### config.mk
export PLATFORM = sky130hd
export DESIGN_NAME = inc_top
export DESIGN_NICKNAME = d
export VERILOG_FILES = /design/src/hw/inc_pkg.sv /design/src/hw/inc_top.sv
export SDC_FILE = /design/constraint.sdc
export NUM_CORES = 1
export LEC_CHECK = 0
export ABC_CLOCK_PERIOD_IN_PS = 3890
export BUFFER_PORTS_ARGS = -buffer_cell sky130_fd_sc_hd__buf_2
export CORE_MARGIN = 2
export CORE_UTILIZATION = 49
export CTS_CLUSTER_SIZE = 20
export DETAILED_ROUTE_END_ITERATION = 6
export PLACE_DENSITY = 0.87
export SLEW_MARGIN = 0
export SYNTH_ARGS = -nofsm -noshare
export SYNTH_HDL_FRONTEND = slang
export SYNTH_SLANG_ARGS = --single-unit
export TNS_END_PERCENT = 20
### constraint.sdc
create_clock -name aclk -period 3.89 [get_ports aclk]
set_input_delay 0.778 -clock aclk [delete_from_list [all_inputs] [get_ports aclk]]
set_output_delay 0.778 -clock aclk [all_outputs]
set_load 0.02 [all_outputs]
### src/hw/inc_pkg.sv
package inc_pkg;

  // ----------------------------------------------------------------
  // Register map and reset values
  // ----------------------------------------------------------------
  localparam int AXI_AW = 8;
  localparam int NSRC = 8;
  localparam logic [7:0] OFF_REQ = 8'h00;
  localparam logic [7:0] OFF_MASK = 8'h04;
  localparam logic [7:0] OFF_PRIO = 8'h08;
  localparam logic [7:0] OFF_PSW = 8'h0C;
  localparam logic [7:0] OFF_REQ1 = 8'h10;
  localparam logic [7:0] OFF_MASK1 = 8'h14;
  localparam logic [7:0] OFF_KRC = 8'h18;
  localparam logic [7:0] OFF_EDGE0 = 8'h1C;
  localparam logic [7:0] OFF_EDGE1 = 8'h20;
  localparam logic [7:0] OFF_STAT = 8'h24;
  localparam logic [7:0] RST_REQ = 8'h00;
  localparam logic [7:0] RST_MASK = 8'hFF;
  localparam logic [7:0] RST_PRIO = 8'hFF;
  localparam logic [7:0] RST_PSW = 8'h02;
  localparam logic [7:0] RST_REQ1 = 8'h00;
  localparam logic [7:0] RST_MASK1 = 8'hFF;
  localparam logic [7:0] RST_KRC = 8'h02;
  localparam logic [7:0] RST_EDGE = 8'h00;
  localparam logic [7:0] RST_PORT4 = 8'hFF;

  // ----------------------------------------------------------------
  // Field positions
  // ----------------------------------------------------------------
  localparam int PSW_IE_BIT = 7;
  localparam int PSW_ISP_BIT = 1;
  localparam int WT_FLAG_BIT = 0;
  localparam int KR_FLAG_BIT = 7;
  localparam int WT_MASK_BIT = 0;
  localparam int KR_MASK_BIT = 1;

  // ----------------------------------------------------------------
  // Vectors, bus answers, nesting depth
  // ----------------------------------------------------------------
  localparam logic [15:0] VEC_TRAP = 16'h003E;
  localparam logic [15:0] VEC_NMI = 16'h0002;
  localparam logic [15:0] VEC_MASK_BASE = 16'h0004;
  localparam logic [1:0] RESP_OKAY = 2'h0;
  localparam logic [1:0] RESP_SLVERR = 2'h2;
  localparam int STK_DEPTH = 4;
  localparam logic [2:0] STK_FULL = 3'h4;

  typedef enum logic [1:0] {
    KIND_NONE = 2'b00,
    KIND_MASK = 2'b01,
    KIND_NMI = 2'b10,
    KIND_TRAP = 2'b11
  } inc_kind_t;

  typedef enum logic [1:0] {
    SQ_IDLE = 2'b00,
    SQ_PSW = 2'b01,
    SQ_PC = 2'b10,
    SQ_VEC = 2'b11
  } inc_seq_t;

  typedef struct packed {
    logic done;
    logic trap;
    logic trap_ret;
    logic irq_ret;
    logic unmask_all;
    logic mask_all;
    logic psw_wr;
    logic psw_touch;
    logic irq_reg_touch;
    logic [7:0] psw_val;
  } inc_instr_t;

  typedef struct packed {
    logic save_psw;
    logic save_pc;
    logic load_vec;
    logic [7:0] program_state_word;
    logic [15:0] vec;
  } inc_save_t;

endpackage : inc_pkg

### src/hw/inc_top.sv
module inc_top
  import inc_pkg::*;
(
  input wire logic aclk,
  input wire logic aresetn,
  input wire logic s_axi_awvalid,
  output logic s_axi_awready,
  input wire logic [AXI_AW-1:0] s_axi_awaddr,
  input wire logic s_axi_wvalid,
  output logic s_axi_wready,
  input wire logic [31:0] s_axi_wdata,
  input wire logic [3:0] s_axi_wstrb,
  output logic s_axi_bvalid,
  input wire logic s_axi_bready,
  output logic [1:0] s_axi_bresp,
  input wire logic s_axi_arvalid,
  output logic s_axi_arready,
  input wire logic [AXI_AW-1:0] s_axi_araddr,
  output logic s_axi_rvalid,
  input wire logic s_axi_rready,
  output logic [31:0] s_axi_rdata,
  output logic [1:0] s_axi_rresp,
  input wire inc_instr_t instr,
  input wire logic [NSRC-1:0] src_req,
  input wire logic nmi_req,
  input wire logic watch_overflow_test,
  input wire logic [7:0] port4_in,
  output inc_save_t save,
  output logic standby_release
);

  // ----------------------------------------------------------------
  // Helpers
  // ----------------------------------------------------------------
  function automatic logic [3:0] pick_first(input logic [7:0] v);
    logic [3:0] r;
    r = 4'h0;
    for (int i = NSRC - 1; i >= 0; i--)
    begin
      if (v[i])
      begin
        r = {1'b1, 3'(i)};
      end
    end
    return r;
  endfunction : pick_first

  function automatic logic is_mapped(input logic [AXI_AW-1:0] a);
    return a == OFF_REQ || a == OFF_MASK || a == OFF_PRIO ||
           a == OFF_PSW || a == OFF_REQ1 || a == OFF_MASK1 ||
           a == OFF_KRC || a == OFF_EDGE0 || a == OFF_EDGE1 ||
           a == OFF_STAT;
  endfunction : is_mapped

  // ----------------------------------------------------------------
  // AXI4-Lite slave
  // ----------------------------------------------------------------
  logic aw_have_r, w_have_r, aw_have_nxt, w_have_nxt;
  logic [AXI_AW-1:0] aw_addr_r;
  logic [7:0] w_byte_r;
  logic w_lane0_r;
  logic aw_hs, w_hs, wr_do, ar_hs;
  logic reg_we;
  logic [7:0] rd_byte;

  assign aw_hs = s_axi_awvalid & s_axi_awready;
  assign w_hs = s_axi_wvalid & s_axi_wready;
  assign wr_do = aw_have_r & w_have_r & ~s_axi_bvalid;
  assign ar_hs = s_axi_arvalid & s_axi_arready;
  assign aw_have_nxt = (aw_have_r | aw_hs) & ~wr_do;
  assign w_have_nxt = (w_have_r | w_hs) & ~wr_do;
  assign reg_we = wr_do & w_lane0_r & is_mapped(aw_addr_r);

  always_ff @(posedge aclk)
  begin
    if (!aresetn)
    begin
      aw_have_r <= 1'b0;
      w_have_r <= 1'b0;
      s_axi_awready <= 1'b0;
      s_axi_wready <= 1'b0;
      aw_addr_r <= '0;
      w_byte_r <= 8'h00;
      w_lane0_r <= 1'b0;
    end
    else
    begin
      aw_have_r <= aw_have_nxt;
      w_have_r <= w_have_nxt;
      s_axi_awready <= ~aw_have_nxt;
      s_axi_wready <= ~w_have_nxt;
      if (aw_hs)
      begin
        aw_addr_r <= s_axi_awaddr;
      end
      if (w_hs)
      begin
        w_byte_r <= s_axi_wdata[7:0];
        w_lane0_r <= s_axi_wstrb[0];
      end
    end
  end

  always_ff @(posedge aclk)
  begin
    if (!aresetn)
    begin
      s_axi_bvalid <= 1'b0;
      s_axi_bresp <= RESP_OKAY;
    end
    else if (wr_do)
    begin
      s_axi_bvalid <= 1'b1;
      s_axi_bresp <= is_mapped(aw_addr_r) ? RESP_OKAY : RESP_SLVERR;
    end
    else if (s_axi_bready)
    begin
      s_axi_bvalid <= 1'b0;
    end
  end

  always_ff @(posedge aclk)
  begin
    if (!aresetn)
    begin
      s_axi_arready <= 1'b0;
      s_axi_rvalid <= 1'b0;
      s_axi_rdata <= 32'h0000_0000;
      s_axi_rresp <= RESP_OKAY;
    end
    else if (ar_hs)
    begin
      s_axi_arready <= 1'b0;
      s_axi_rvalid <= 1'b1;
      s_axi_rdata <= {24'h00_0000, rd_byte};
      s_axi_rresp <= is_mapped(s_axi_araddr) ? RESP_OKAY : RESP_SLVERR;
    end
    else if (s_axi_rvalid)
    begin
      s_axi_rvalid <= ~s_axi_rready;
      s_axi_arready <= s_axi_rready;
    end
    else
    begin
      s_axi_arready <= 1'b1;
    end
  end

  // ----------------------------------------------------------------
  // Control registers
  // ----------------------------------------------------------------
  logic [7:0] req_r, mask_r, prio_r, psw_r, req1_r, mask1_r, krc_r;
  logic [7:0] edge0_r, edge1_r, p4_prev_r, ack_clr, set1;
  logic [2:0] sp_r;
  inc_kind_t kind_stk [STK_DEPTH];
  inc_kind_t cur_kind, new_kind;
  inc_seq_t seq_r;
  logic nmi_pend_r, key_fall;

  always_comb
  begin
    rd_byte = 8'h00;
    case (s_axi_araddr)
      OFF_REQ: rd_byte = req_r;
      OFF_MASK: rd_byte = mask_r;
      OFF_PRIO: rd_byte = prio_r;
      OFF_PSW: rd_byte = psw_r;
      OFF_REQ1: rd_byte = req1_r;
      OFF_MASK1: rd_byte = mask1_r;
      OFF_KRC: rd_byte = krc_r;
      OFF_EDGE0: rd_byte = edge0_r;
      OFF_EDGE1: rd_byte = edge1_r;
      OFF_STAT: rd_byte = {3'h0, sp_r, cur_kind};
      default: rd_byte = 8'h00;
    endcase
  end

  // ----------------------------------------------------------------
  // Arbitration
  // ----------------------------------------------------------------
  logic defer_cls, take_trap, may_ack, nmi_go, mask_go, any_ack;
  logic allow_hi, allow_lo, sel_v, sel_prio;
  logic [7:0] elig, hi_req, lo_req;
  logic [3:0] pick_hi, pick_lo;
  logic [2:0] sel_idx;
  logic [1:0] sp_top;

  assign sp_top = sp_r[1:0] - 2'h1;
  assign cur_kind = (sp_r == 3'h0) ? KIND_NONE : kind_stk[sp_top];
  // Enable and in-service level come from the status word.
  assign defer_cls = instr.trap_ret | instr.irq_ret | instr.unmask_all |
                     instr.mask_all | instr.psw_wr | instr.psw_touch |
                     instr.irq_reg_touch;
  assign take_trap = seq_r == SQ_IDLE && instr.done && instr.trap;
  // The trap instruction itself is no boundary for other sources.
  assign may_ack = seq_r == SQ_IDLE && instr.done && !instr.trap &&
                   !defer_cls;
  assign elig = req_r & ~mask_r & {8{psw_r[PSW_IE_BIT]}};
  assign hi_req = elig & ~prio_r;
  assign lo_req = elig & prio_r;
  assign allow_hi = cur_kind != KIND_NMI &&
                    !(cur_kind == KIND_MASK && !psw_r[PSW_ISP_BIT]);
  assign allow_lo = cur_kind == KIND_NONE || cur_kind == KIND_TRAP;
  assign pick_hi = pick_first(hi_req & {8{allow_hi}});
  assign pick_lo = pick_first(lo_req & {8{allow_lo}});
  assign sel_v = pick_hi[3] | pick_lo[3];
  assign sel_idx = pick_hi[3] ? pick_hi[2:0] : pick_lo[2:0];
  assign sel_prio = ~pick_hi[3];
  assign nmi_go = may_ack && nmi_pend_r && cur_kind != KIND_NMI;
  assign mask_go = may_ack && !nmi_go && sel_v;
  assign any_ack = take_trap | nmi_go | mask_go;
  assign new_kind = take_trap ? KIND_TRAP : (nmi_go ? KIND_NMI : KIND_MASK);

  always_comb
  begin
    ack_clr = 8'h00;
    ack_clr[sel_idx] = mask_go;
  end

  // Source pulses set flags regardless of the group bit; a set wins
  // over a clear by software or by acknowledge in the same cycle.
  always_ff @(posedge aclk)
  begin
    if (!aresetn)
    begin
      req_r <= RST_REQ;
    end
    else
    begin
      req_r <= (((reg_we && aw_addr_r == OFF_REQ) ? w_byte_r : req_r)
                & ~ack_clr) | src_req;
    end
  end

  // Several non-maskable requests while one is held collapse into one.
  always_ff @(posedge aclk)
  begin
    if (!aresetn)
    begin
      nmi_pend_r <= 1'b0;
    end
    else
    begin
      nmi_pend_r <= nmi_req | (nmi_pend_r & ~nmi_go);
    end
  end

  always_ff @(posedge aclk)
  begin
    if (!aresetn)
    begin
      mask_r <= RST_MASK;
      prio_r <= RST_PRIO;
      mask1_r <= RST_MASK1;
      krc_r <= RST_KRC;
      edge0_r <= RST_EDGE;
      edge1_r <= RST_EDGE;
    end
    else if (reg_we)
    begin
      case (aw_addr_r)
        OFF_MASK: mask_r <= w_byte_r;
        OFF_PRIO: prio_r <= w_byte_r;
        OFF_MASK1: mask1_r <= w_byte_r;
        OFF_KRC: krc_r <= w_byte_r;
        OFF_EDGE0: edge0_r <= w_byte_r;
        OFF_EDGE1: edge1_r <= w_byte_r;
        default: mask_r <= mask_r;
      endcase
    end
  end

  // Later assignments take precedence: acknowledge overrides all others on the enable bit, and a non-trap one also on the in-service bit.
  always_ff @(posedge aclk)
  begin
    if (!aresetn)
    begin
      psw_r <= RST_PSW;
    end
    else
    begin
      if (reg_we && aw_addr_r == OFF_PSW)
      begin
        psw_r <= w_byte_r;
      end
      if (seq_r == SQ_IDLE && instr.done &&
          (instr.psw_wr | instr.trap_ret | instr.irq_ret))
      begin
        psw_r <= instr.psw_val;
      end
      if (seq_r == SQ_IDLE && instr.done && instr.unmask_all)
      begin
        psw_r[PSW_IE_BIT] <= 1'b1;
      end
      if (seq_r == SQ_IDLE && instr.done && instr.mask_all)
      begin
        psw_r[PSW_IE_BIT] <= 1'b0;
      end
      if (any_ack)
      begin
        psw_r[PSW_IE_BIT] <= 1'b0;
      end
      if (nmi_go)
      begin
        psw_r[PSW_ISP_BIT] <= 1'b0;
      end
      if (mask_go)
      begin
        psw_r[PSW_ISP_BIT] <= sel_prio;
      end
    end
  end

  // Only the kind of each open service is kept; nesting deeper than
  // the stack saturates and the deepest levels are then not tracked.
  always_ff @(posedge aclk)
  begin
    if (!aresetn)
    begin
      sp_r <= 3'h0;
    end
    else if (any_ack && sp_r != STK_FULL)
    begin
      kind_stk[sp_r[1:0]] <= new_kind;
      sp_r <= sp_r + 3'h1;
    end
    else if (seq_r == SQ_IDLE && instr.done && sp_r != 3'h0 &&
             (instr.trap_ret | instr.irq_ret))
    begin
      sp_r <= sp_r - 3'h1;
    end
  end

  // ----------------------------------------------------------------
  // Save and vector sequence
  // ----------------------------------------------------------------
  always_ff @(posedge aclk)
  begin
    if (!aresetn)
    begin
      seq_r <= SQ_IDLE;
      save <= '0;
    end
    else
    begin
      case (seq_r)
        SQ_IDLE:
        begin
          if (any_ack)
          begin
            seq_r <= SQ_PSW;
            save.save_psw <= 1'b1;
            save.program_state_word <= psw_r;
            save.vec <= take_trap ? VEC_TRAP : (nmi_go ? VEC_NMI :
                        VEC_MASK_BASE + {12'h000, sel_idx, 1'b0});
          end
        end
        SQ_PSW:
        begin
          seq_r <= SQ_PC;
          save.save_psw <= 1'b0;
          save.save_pc <= 1'b1;
        end
        SQ_PC:
        begin
          seq_r <= SQ_VEC;
          save.save_pc <= 1'b0;
          save.load_vec <= 1'b1;
        end
        SQ_VEC:
        begin
          seq_r <= SQ_IDLE;
          save.load_vec <= 1'b0;
        end
        default: seq_r <= SQ_IDLE;
      endcase
    end
  end

  // ----------------------------------------------------------------
  // Test inputs
  // ----------------------------------------------------------------
  assign key_fall = |(p4_prev_r & ~port4_in);

  always_comb
  begin
    set1 = 8'h00;
    set1[WT_FLAG_BIT] = watch_overflow_test;
    set1[KR_FLAG_BIT] = key_fall;
  end

  // No hardware clear: flags drop only on a software write of zero.
  always_ff @(posedge aclk)
  begin
    if (!aresetn)
    begin
      req1_r <= RST_REQ1;
      p4_prev_r <= RST_PORT4;
    end
    else
    begin
      p4_prev_r <= port4_in;
      req1_r <= ((reg_we && aw_addr_r == OFF_REQ1) ? w_byte_r : req1_r)
                | set1;
    end
  end

  always_ff @(posedge aclk)
  begin
    if (!aresetn)
    begin
      standby_release <= 1'b0;
    end
    else
    begin
      standby_release <= (req1_r[WT_FLAG_BIT] & ~mask1_r[WT_MASK_BIT]) |
                         (req1_r[KR_FLAG_BIT] & ~krc_r[KR_MASK_BIT]);
    end
  end
endmodule : inc_top

-- Word-level counts from Yosys, hierarchy flattened
Memories as Yosys holds them, arrays and structs flattened.
Cells that the tools add are included.
- flip-flop bits (word level): 150
- latch bits: 0
- memory bits (writable): 8
- bits in read-only memories: 0
- input port bits: 94
- output and inout port bits: 69
- logic and storage cells: 238
- memories: 1
- memories (name ; words ; width ; read ports ; clocked after memory_dff ; wr ports ; RTL line ; source):
    kind_stk ; 4 ; 2 ; 1 ; 0 ; 1 ; inc_top.sv:155 ; inc_kind_t kind_stk [STK_DEPTH];
- add/subtract/negate cells: 4
- multiply operators: 0
- divide/modulo/power cells: 0
- order comparisons: 2
- eq/ne operators: 26
- shift-type cells: 0
- multiplexer cells: 50
- bitwise logic cells: 52
- reduce and logical (&&, ||, !) cells: 69
- operators with widths (kind ; number):
    one-hot mux 8 bit (10 select lines) ; 1
    AND 8 bit ; 9
    == test 8 x 5 -> 1 bit, second input constant ; 8
    2-to-1 mux 4 bit ; 16
    == test 8 x 4 -> 1 bit, second input constant ; 4
    == test 8 x 6 -> 1 bit, second input constant ; 4
    2-to-1 mux 8 bit ; 4
    inverter 8 bit ; 4
    logical AND 1 bit ; 20
    logical OR 1 bit ; 19
    == test 8 x 3 -> 1 bit, second input constant ; 2
    logical NOT 8 bit ; 2
    OR 8 bit ; 2
    AND reduction 2 bit ; 8
    OR 1 bit ; 15
    2-to-1 mux 1 bit ; 13
    AND 1 bit ; 12
    2-to-1 mux 2 bit ; 6
    nonzero test 2 bit ; 6
    inverter 1 bit ; 10
    2-to-1 mux 3 bit ; 3
    one-hot mux 2 bit (4 select lines) ; 1
    OR reduction 8 bit ; 1
    == test 2 bit, second input constant ; 3
    20 further kinds ; 30

-- Logic depth before layout (Yosys ltp)
Gate-level depths: netlist of the first run.
An unclocked memory read counts as a cell.
- depth in word-level cells: 25
- depth in mapped cells: 17

-- Worst setup path before layout of the first run
Ideal clock, no wire load.
- path type: register to register
- start point: register sp_r[0]
- end point: register sp_r[2]
- arrival: 3793 ps
- required time: 3804 ps
- slack: 12 ps
- cell stages (with the launch flop): 17
- period minus slack after synthesis: 3878 ps
- cell sequence: dfxtp_1 -> inv_1 -> ha_1 -> mux4_2 -> o21ai_0 -> inv_1 -> ha_1 -> and2_1 -> buf_2 -> nand4b_1 -> and3_1 -> a311oi_4 -> o21ai_0 -> fa_1 -> nor3_1 -> a211oi_1 -> a211oi_1
- cells in the longest elaborated chain, start to end: 21
- elaborated cells between the ends (all ways): 47
- those cells by class: 3 x add/sub; 4 x eq/ne; 19 x mux; 5 x bitwise; 15 x reduce/logical; 1 x memory
- ends and longest elaborated chain (element ; RTL line ; source):
    from (decl) ; inc_top.sv:154 ; logic [2:0] sp_r;
    from (signal assigned) ; inc_top.sv:325 ; sp_r <= sp_r + 3'h1;
    from (signal assigned) ; inc_top.sv:330 ; sp_r <= sp_r - 3'h1;
    subtractor 2 x 1 -> 2 bit * ; inc_top.sv:188 ; assign sp_top = sp_r[1:0] - 2'h1;
    via sp_top[0] ; inc_top.sv:186 ; logic [1:0] sp_top;
    memory (4 x 2 bit) * ; - ;
    2-to-1 mux 2 bit * ; inc_top.sv:189 ; assign cur_kind = (sp_r == 3'h0) ? KIND_NONE : kind_stk[sp_top];
    == test 2 x 1 -> 1 bit ; inc_top.sv:202 ; !(cur_kind == KIND_MASK && !psw_r[PSW_ISP_BIT]);
    logical AND 1 bit ; inc_top.sv:202 ;
    logical NOT 1 bit ; inc_top.sv:202 ;
    logical AND 1 bit ; inc_top.sv:201 ; assign allow_hi = cur_kind != KIND_NMI &&
    AND 8 bit ; inc_top.sv:204 ; assign pick_hi = pick_first(hi_req & {8{allow_hi}});
    2-to-1 mux 4 bit (8 in a row) ; inc_top.sv:40 ; if (v[i])
    OR 1 bit ; inc_top.sv:206 ; assign sel_v = pick_hi[3] | pick_lo[3];
    logical AND 1 bit ; inc_top.sv:210 ; assign mask_go = may_ack && !nmi_go && sel_v;
    OR 1 bit * ; inc_top.sv:211 ; assign any_ack = take_trap | nmi_go | mask_go;
    logical AND 1 bit * ; inc_top.sv:322 ; else if (any_ack && sp_r != STK_FULL)
    2-to-1 mux 3 bit / nonzero test 2 bit (equally long branches) ; - ;
Mark *: on every way through the listed nets, which the timed path passes. The rest lies on a longest branch. The select of a mux whose other input is x is not followed.
A chain may end at the register's enable or synchronous reset.

-- Worst setup path after layout of the first run
Same ends and word-level chain as after synthesis.

==> results.txt, run 1 <==
M3 GR Usage -> 5.30%
Reg2Reg Depth -> 15
Synth top area share -> 39.2%
DR WL/cell -> 17.3 µm
commonest non-fill, non-tap cell in the layout -> dfxtp_1
total grt overflow -> 0
setup bufs post-CTS -> 0
largest net degree at the start of global routing -> 45
WS Path Type -> reg2reg
period utilization -> 95.0%
most used routing layer -> met2
crit path from -> sp_r[0]
vias per cell -> 5.84
nets@finish -> 1006
Mean Syn Cell Area -> 8.73 µm²
detailed-route DRC error count -> 0
Die X -> 123 µm
number of antenna repair diodes -> 0
Yosys reg bits -> 145
I/O pins -> 163
Syn. warnings -> 0
layout cells sized above 1 -> 18.5%
final worst path period need -> 3.69 ns
I/O Buffers -> 98
CTS tree -> built
Routed Wire Length -> 18.8 mm
routed vias -> 6361
Layout Utilization -> 58.8%
FP Rows -> 43
fill cell count -> 1211
core box area -> 13900 µm²
placed insts -> 1057
Post-synth EDFFs -> 8
WP data arrival -> 4.03 ns
CTS clk-pin slew, worst paths -> 0.06 ns
starting density of the core -> 50.2%
Die H -> 123 µm
initial antenna violation count -> 0
Antenna Nets Post-Route -> 0
Critical Path RT -> 4.22 ns
Initial DRT Pass Iterations -> 5
worst hold-check path type -> reg2reg
Tot GR Track Use -> 25.4%
Layout Skew -> 0.00769 ns
Netlist cell types -> 60
Area after DPL -> 7590 µm²
part of the Yosys area used for sequential elements -> 42.7%
Startpoint Class -> flop
VDD IR-drop max -> 385 µV
Pins Over Slew Limit -> 0
cell taking the most area after synthesis -> dfxtp_1
Max Fclk -> 271 MHz
first-pass GRT wire length -> 30.2 mm
Clock Tree Root -> clkbuf_16
relative slew slack -> 34.6%
total power -> 4160 µW
design area -> 8190 µm²
vias in the first global route -> 6013
# setup viols final -> 0
R2R Path Start -> sp_r[0]
clk sink count -> 145
Slew @ Worst Pin -> 0.977 ns
Synth area leaders -> dfxtp_1, mux2i_1, nand2_1
final cell count without fillers -> 1089
asr flop ratio synth -> 0%
Worst-Skew Late Latency -> 0.43 ns
DP Wirelength -> 13.5 mm
die footprint -> 15200 µm²
gp weighted congestion -> 0.915
Max Cap Viol -> 0
Fin Hold WS -> 0.457 ns
Cell Area, Synth -> 6990 µm²
largest fanout on the critical path -> 10
outcome -> completed
Post-Synthesis Cells -> 801
M2 GR Usage -> 40.0%
crit path to -> sp_r[2]
reg-to-reg endpoint -> sp_r[2]
cell area power density -> 508 nW/µm²
# hold bufs at CTS -> 0
P&R area growth vs syn -> 17.1%
LEAKAGE -> 0.00353 µW
Num CTS Buffers -> 17
main flop type after synthesis -> dfxtp_1
most used cells in the layout excluding fill and tap cells -> dfxtp_1, nand2_1, buf_2
htree depth -> 4
clock buffer depth -> 2
drt initial violations -> 629
CP Capture Type -> flop
met1 GRT Util -> 34.2%
slack of the worst reg-to-reg path -> 0.20 ns
endpoints failing hold -> 0
## state kept, by name, summed over array words and instances, names as in the netlist, 2 cells and up
register     cells
save            16
aw_addr_r        8
edge1_r          8
req1_r           8
mask1_r          8
krc_r            8
psw_r            8
sp_r             3
seq_r            2
w_byte_r         8
edge0_r          8
prio_r           8
p4_prev_r        8
mask_r           8
s_axi_rdata      8
req_r            8
kind_stk         8
## worst min-delay path by stage
stage                        start  slack, ns              to  cells after the start
finish              s_axi_rdata[6]       0.46  s_axi_rdata[6]                      2
global route        s_axi_rdata[3]       0.48  s_axi_rdata[3]                      2
CTS                 s_axi_rdata[3]       0.46  s_axi_rdata[3]                      2
detailed placement        save[20]       0.45        save[20]                      2
global placement          save[20]       0.44        save[20]                      2
floorplan                req1_r[3]       0.44       req1_r[3]                      2
## worst max-delay path: stages, from the launching register on
cell      delay, ns
dfxtp_1        0.33
inv_1          0.07
ha_1           0.33
mux4_2         0.30
o21ai_0        0.13
inv_1          0.09
ha_1           0.31
and2_4         0.21
nand4b_1       0.20
and3_4         0.26
a311oi_4       0.27
o21ai_1        0.15
fa_2           0.44
nor3_4         0.21
a211oi_1       0.07
a211oi_1       0.23
## cell type report
| type | instances | area (µm²) | area share, % |
|---|---|---|---|
| clock inverter | 15 | 149 | 1.82 |
| inverter | 25 | 93.8 | 1.15 |
| sequential | 145 | 2980 | 36.4 |
| multi-input combinational | 586 | 3650 | 44.6 |
| tap | 180 | 225 | 2.75 |
| clock buffer | 17 | 425 | 5.19 |
| timing repair buffer | 121 | 663 | 8.10 |
## Yosys cell counts, drive strengths merged (2+ instances only)
| master | n |
|---|---|
| a222oi | 4 |
| or4 | 4 |
| mux4 | 2 |
| nor3 | 6 |
| o22ai | 5 |
| a32oi | 4 |
| nand4b | 4 |
| a221oi | 7 |
| clkbuf | 40 |
| a21oi | 56 |
| nand4bb | 2 |
| and3b | 4 |
| o211ai | 4 |
| a311oi | 3 |
| o21a | 8 |
| edfxtp | 8 |
| nand2 | 127 |
| inv | 25 |
| a22oi | 15 |
| mux2i | 63 |
| buf | 41 |
| a22o | 7 |
| a31oi | 13 |
| nand3 | 26 |
| o21ai | 39 |
| nor4bb | 6 |
| and3 | 7 |
| or2 | 2 |
| ha | 15 |
| nand4 | 3 |
| nor2 | 53 |
| a2111oi | 2 |
| nor4b | 4 |
| a211oi | 9 |
| and2 | 12 |
| nor4 | 6 |
| a32o | 3 |
| nor2b | 6 |
| dfxtp | 137 |
| o221ai | 2 |
| nand2b | 6 |
## kinds of logic after synthesis
family / after synthesis / synth area share [%]
AOI/OAI and AO/OA: 187 / 17.7
adders and majority gates: 16 / 2.97
buffers and inverters: 106 / 7.73
DFF: 145 / 42.7
muxes: 65 / 9.66
other: 1 / 0.0536
and+or+nand+nor: 281 / 19.3
## metal layers
| metal | vias to the layer above | wire (µm) |
|---|---|---|
| li1 | 2981 | - |
| met1 | 3008 | 8150 |
| met2 | 333 | 8600 |
| met3 | 39 | 1590 |
| met4 | 0 | 469 |
| met5 | - | 0 |
## repair_timing
action / CTS / global route
setup endpoints to repair: 1 / 9
pin swaps: 0 / 1
gates resized for setup: 1 / 10
## through the flow
step	worst slack (ns)	setup TNS (ns)
floorplan	0.0118	0
global placement	0.130	0
detailed placement	-0.0341	-0.0341
CTS	0.00814	0
global route	-0.00927	-0.00927
finish	0.195	0
## power by group
part | internal, µW | total [µW] | leakage [µW] | switching (µW)
Clock | 900 | 1590 | 0.000277 | 694
Sequential | 1610 | 1720 | 0.00119 | 112
Combinational | 332 | 851 | 0.00206 | 519
Total | 2840 | 4160 | 0.00353 | 1330
Note: power is estimated with default switching activity, not from simulation.
==> run 2: changes to the inputs <==
Settings changed: ABC_CLOCK_PERIOD_IN_PS 3890 to 4800, CORE_UTILIZATION 49 to 58, PLACE_DENSITY 0.87 to 0.95.
Clock period 3.89 ns to 4.8 ns, I/O delays scaled along.
==> results.txt, run 2 (synthesized netlist as in run 1, its figures left out) <==
Startpoint Class -> flop
detailed-route DRC error count -> 0
cell area power density -> 419 nW/µm²
Pins Over Slew Limit -> 0
WP data arrival -> 4.78 ns
gp weighted congestion -> 1.02
# hold bufs at CTS -> 0
I/O Buffers -> 98
CTS tree -> built
Die H -> 114 µm
Tot GR Track Use -> 30.0%
worst hold-check path type -> reg2reg
# setup viols final -> 0
largest net degree at the start of global routing -> 61
outcome -> completed
number of antenna repair diodes -> 0
uppermost layer routed -> met4
vias per cell -> 6.20
largest fanout on the critical path -> 10
Num CTS Buffers -> 17
CTS clk-pin slew, worst paths -> 0.06 ns
Fin Setup TNS -> 0 ns
die footprint -> 13000 µm²
Layout Skew -> 0.00718 ns
commonest non-fill, non-tap cell in the layout -> dfxtp_1
Slew @ Worst Pin -> 1.30 ns
Routed Wire Length -> 19.2 mm
LEAKAGE -> 0.00346 µW
final worst path period need -> 4.43 ns
FP Rows -> 40
slowest stage delay, CP -> 0.47 ns
multi-input logic area -> 3620 µm²
clock buffer depth -> 2
core box area -> 11900 µm²
RSZ-0062 raised after global routing -> false
Antenna Nets Post-Route -> 0
Max Fclk -> 226 MHz
endpoints failing hold -> 0
CP Capture Type -> flop
most flop-heavy register -> save
WS Path Type -> reg2reg
Die X -> 114 µm
total grt overflow -> 0
vias in the first global route -> 5968
routed vias -> 6457
design area -> 8030 µm²
Critical Path RT -> 5.15 ns
nets@finish -> 991
met2 wire len -> 8.61 mm
htree depth -> 4
delay-heaviest family, CP -> adder cells
relative slew slack -> 12.1%
metal1 wirelength -> 7.68 mm
first-pass GRT wire length -> 30.2 mm
Clock Tree Root -> clkbuf_16
starting density of the core -> 58.7%
fill cell count -> 867
initial antenna violation count -> 0
DP Wirelength -> 12.9 mm
VDD IR-drop max -> 416 µV
Reg area -> 2980 µm²
number of flip-flops in the largest register -> 16
P&R area growth vs syn -> 14.9%
met3 wire len -> 1.99 mm
DR WL/cell -> 18.4 µm
I/O pins -> 163
layout cells sized above 1 -> 16.4%
drt initial violations -> 788
most used cells in the layout excluding fill and tap cells -> dfxtp_1, nand2_1, buf_2
Worst-Skew Late Latency -> 0.43 ns
period utilization -> 92.3%
CP Buf/Inv Count -> 2
clk sink count -> 145
Max Cap Viol -> 0
Area after DPL -> 7430 µm²
Slowest-stage cell, CP -> dfxtp_1
CP Cell Sequence -> inv_1 > ha_1 > mux4_2 > o21ai_0 > inv_1 > ha_1 > and2_1 > nand4b_1 > and3_1 > a311oi_4 > o21ai_0 > fa_1 > nor3_1 > a211oi_1 > a211oi_1
Initial DRT Pass Iterations -> 6
==> run 2: metrics by stage <==
stage                     cells  utilization (%)  hold WS [ns]  power [µW]  setup slack [ns]
after floorplan             837                -         0.436        1860             0.922
after global placement     1009             62.4         0.435        2000             0.496
after detailed placement   1009             62.4         0.444        2030             0.359
after CTS                  1041             67.4         0.452        3350             0.313
after global routing       1041             67.4         0.482        3500            0.0838
final                      1041             67.4         0.457        3370             0.370
==> run 2: final timing paths <==
kind	endpoint	cells after the start	from	slack (ns)
min	save[5]	2	save[5]	0.46
max	sp_r[2]	15	sp_r[1]	0.37
max reg2reg	sp_r[2]	15	sp_r[1]	0.37
min reg2reg	save[5]	2	save[5]	0.46
==> run 2: repair_timing <==
| item | in CTS | in global routing |
|---|---|---|
| resized for setup | 0 | 1 |
| endpoints found under the setup margin | 0 | 1 |
| hold endpoints to repair | 0 | 0 |
| setup buffers | 0 | 0 |
==> run 2: area by class of cell <==
| cell class | count | share of cell area [%] |
|---|---|---|
| clock buffer | 21 | 5.87 |
| clock inverter | 11 | 1.57 |
| inverter | 25 | 1.17 |
| multi-input combinational | 586 | 45.1 |
| sequential | 145 | 37.1 |
| tap | 147 | 2.29 |
| timing repair buffer | 106 | 6.85 |
==> run 2: worst register-to-register path, stage by stage (launching register included) <==
cell and delay, ns:
dfxtp_1 0.47, inv_1 0.11, ha_1 0.32, mux4_2 0.30, o21ai_0 0.14, inv_1 0.12
ha_1 0.34, and2_1 0.34, nand4b_1 0.19, and3_1 0.29, a311oi_4 0.45, o21ai_0 0.23
fa_1 0.47, nor3_1 0.28, a211oi_1 0.09, a211oi_1 0.21
==> run 2: where the power goes <==
part	internal [µW]	switching, µW	total (µW)
Clock	812	525	1340
Sequential	1300	111	1410
Combinational	230	388	618
Total	2350	1020	3370
==> run 2: metal layers <==
metal	up-vias	GRT usage, %
li1	2955	-
met1	2962	38.2
met2	447	47.0
met3	93	6.64
met4	0	17.6
met5	-	0
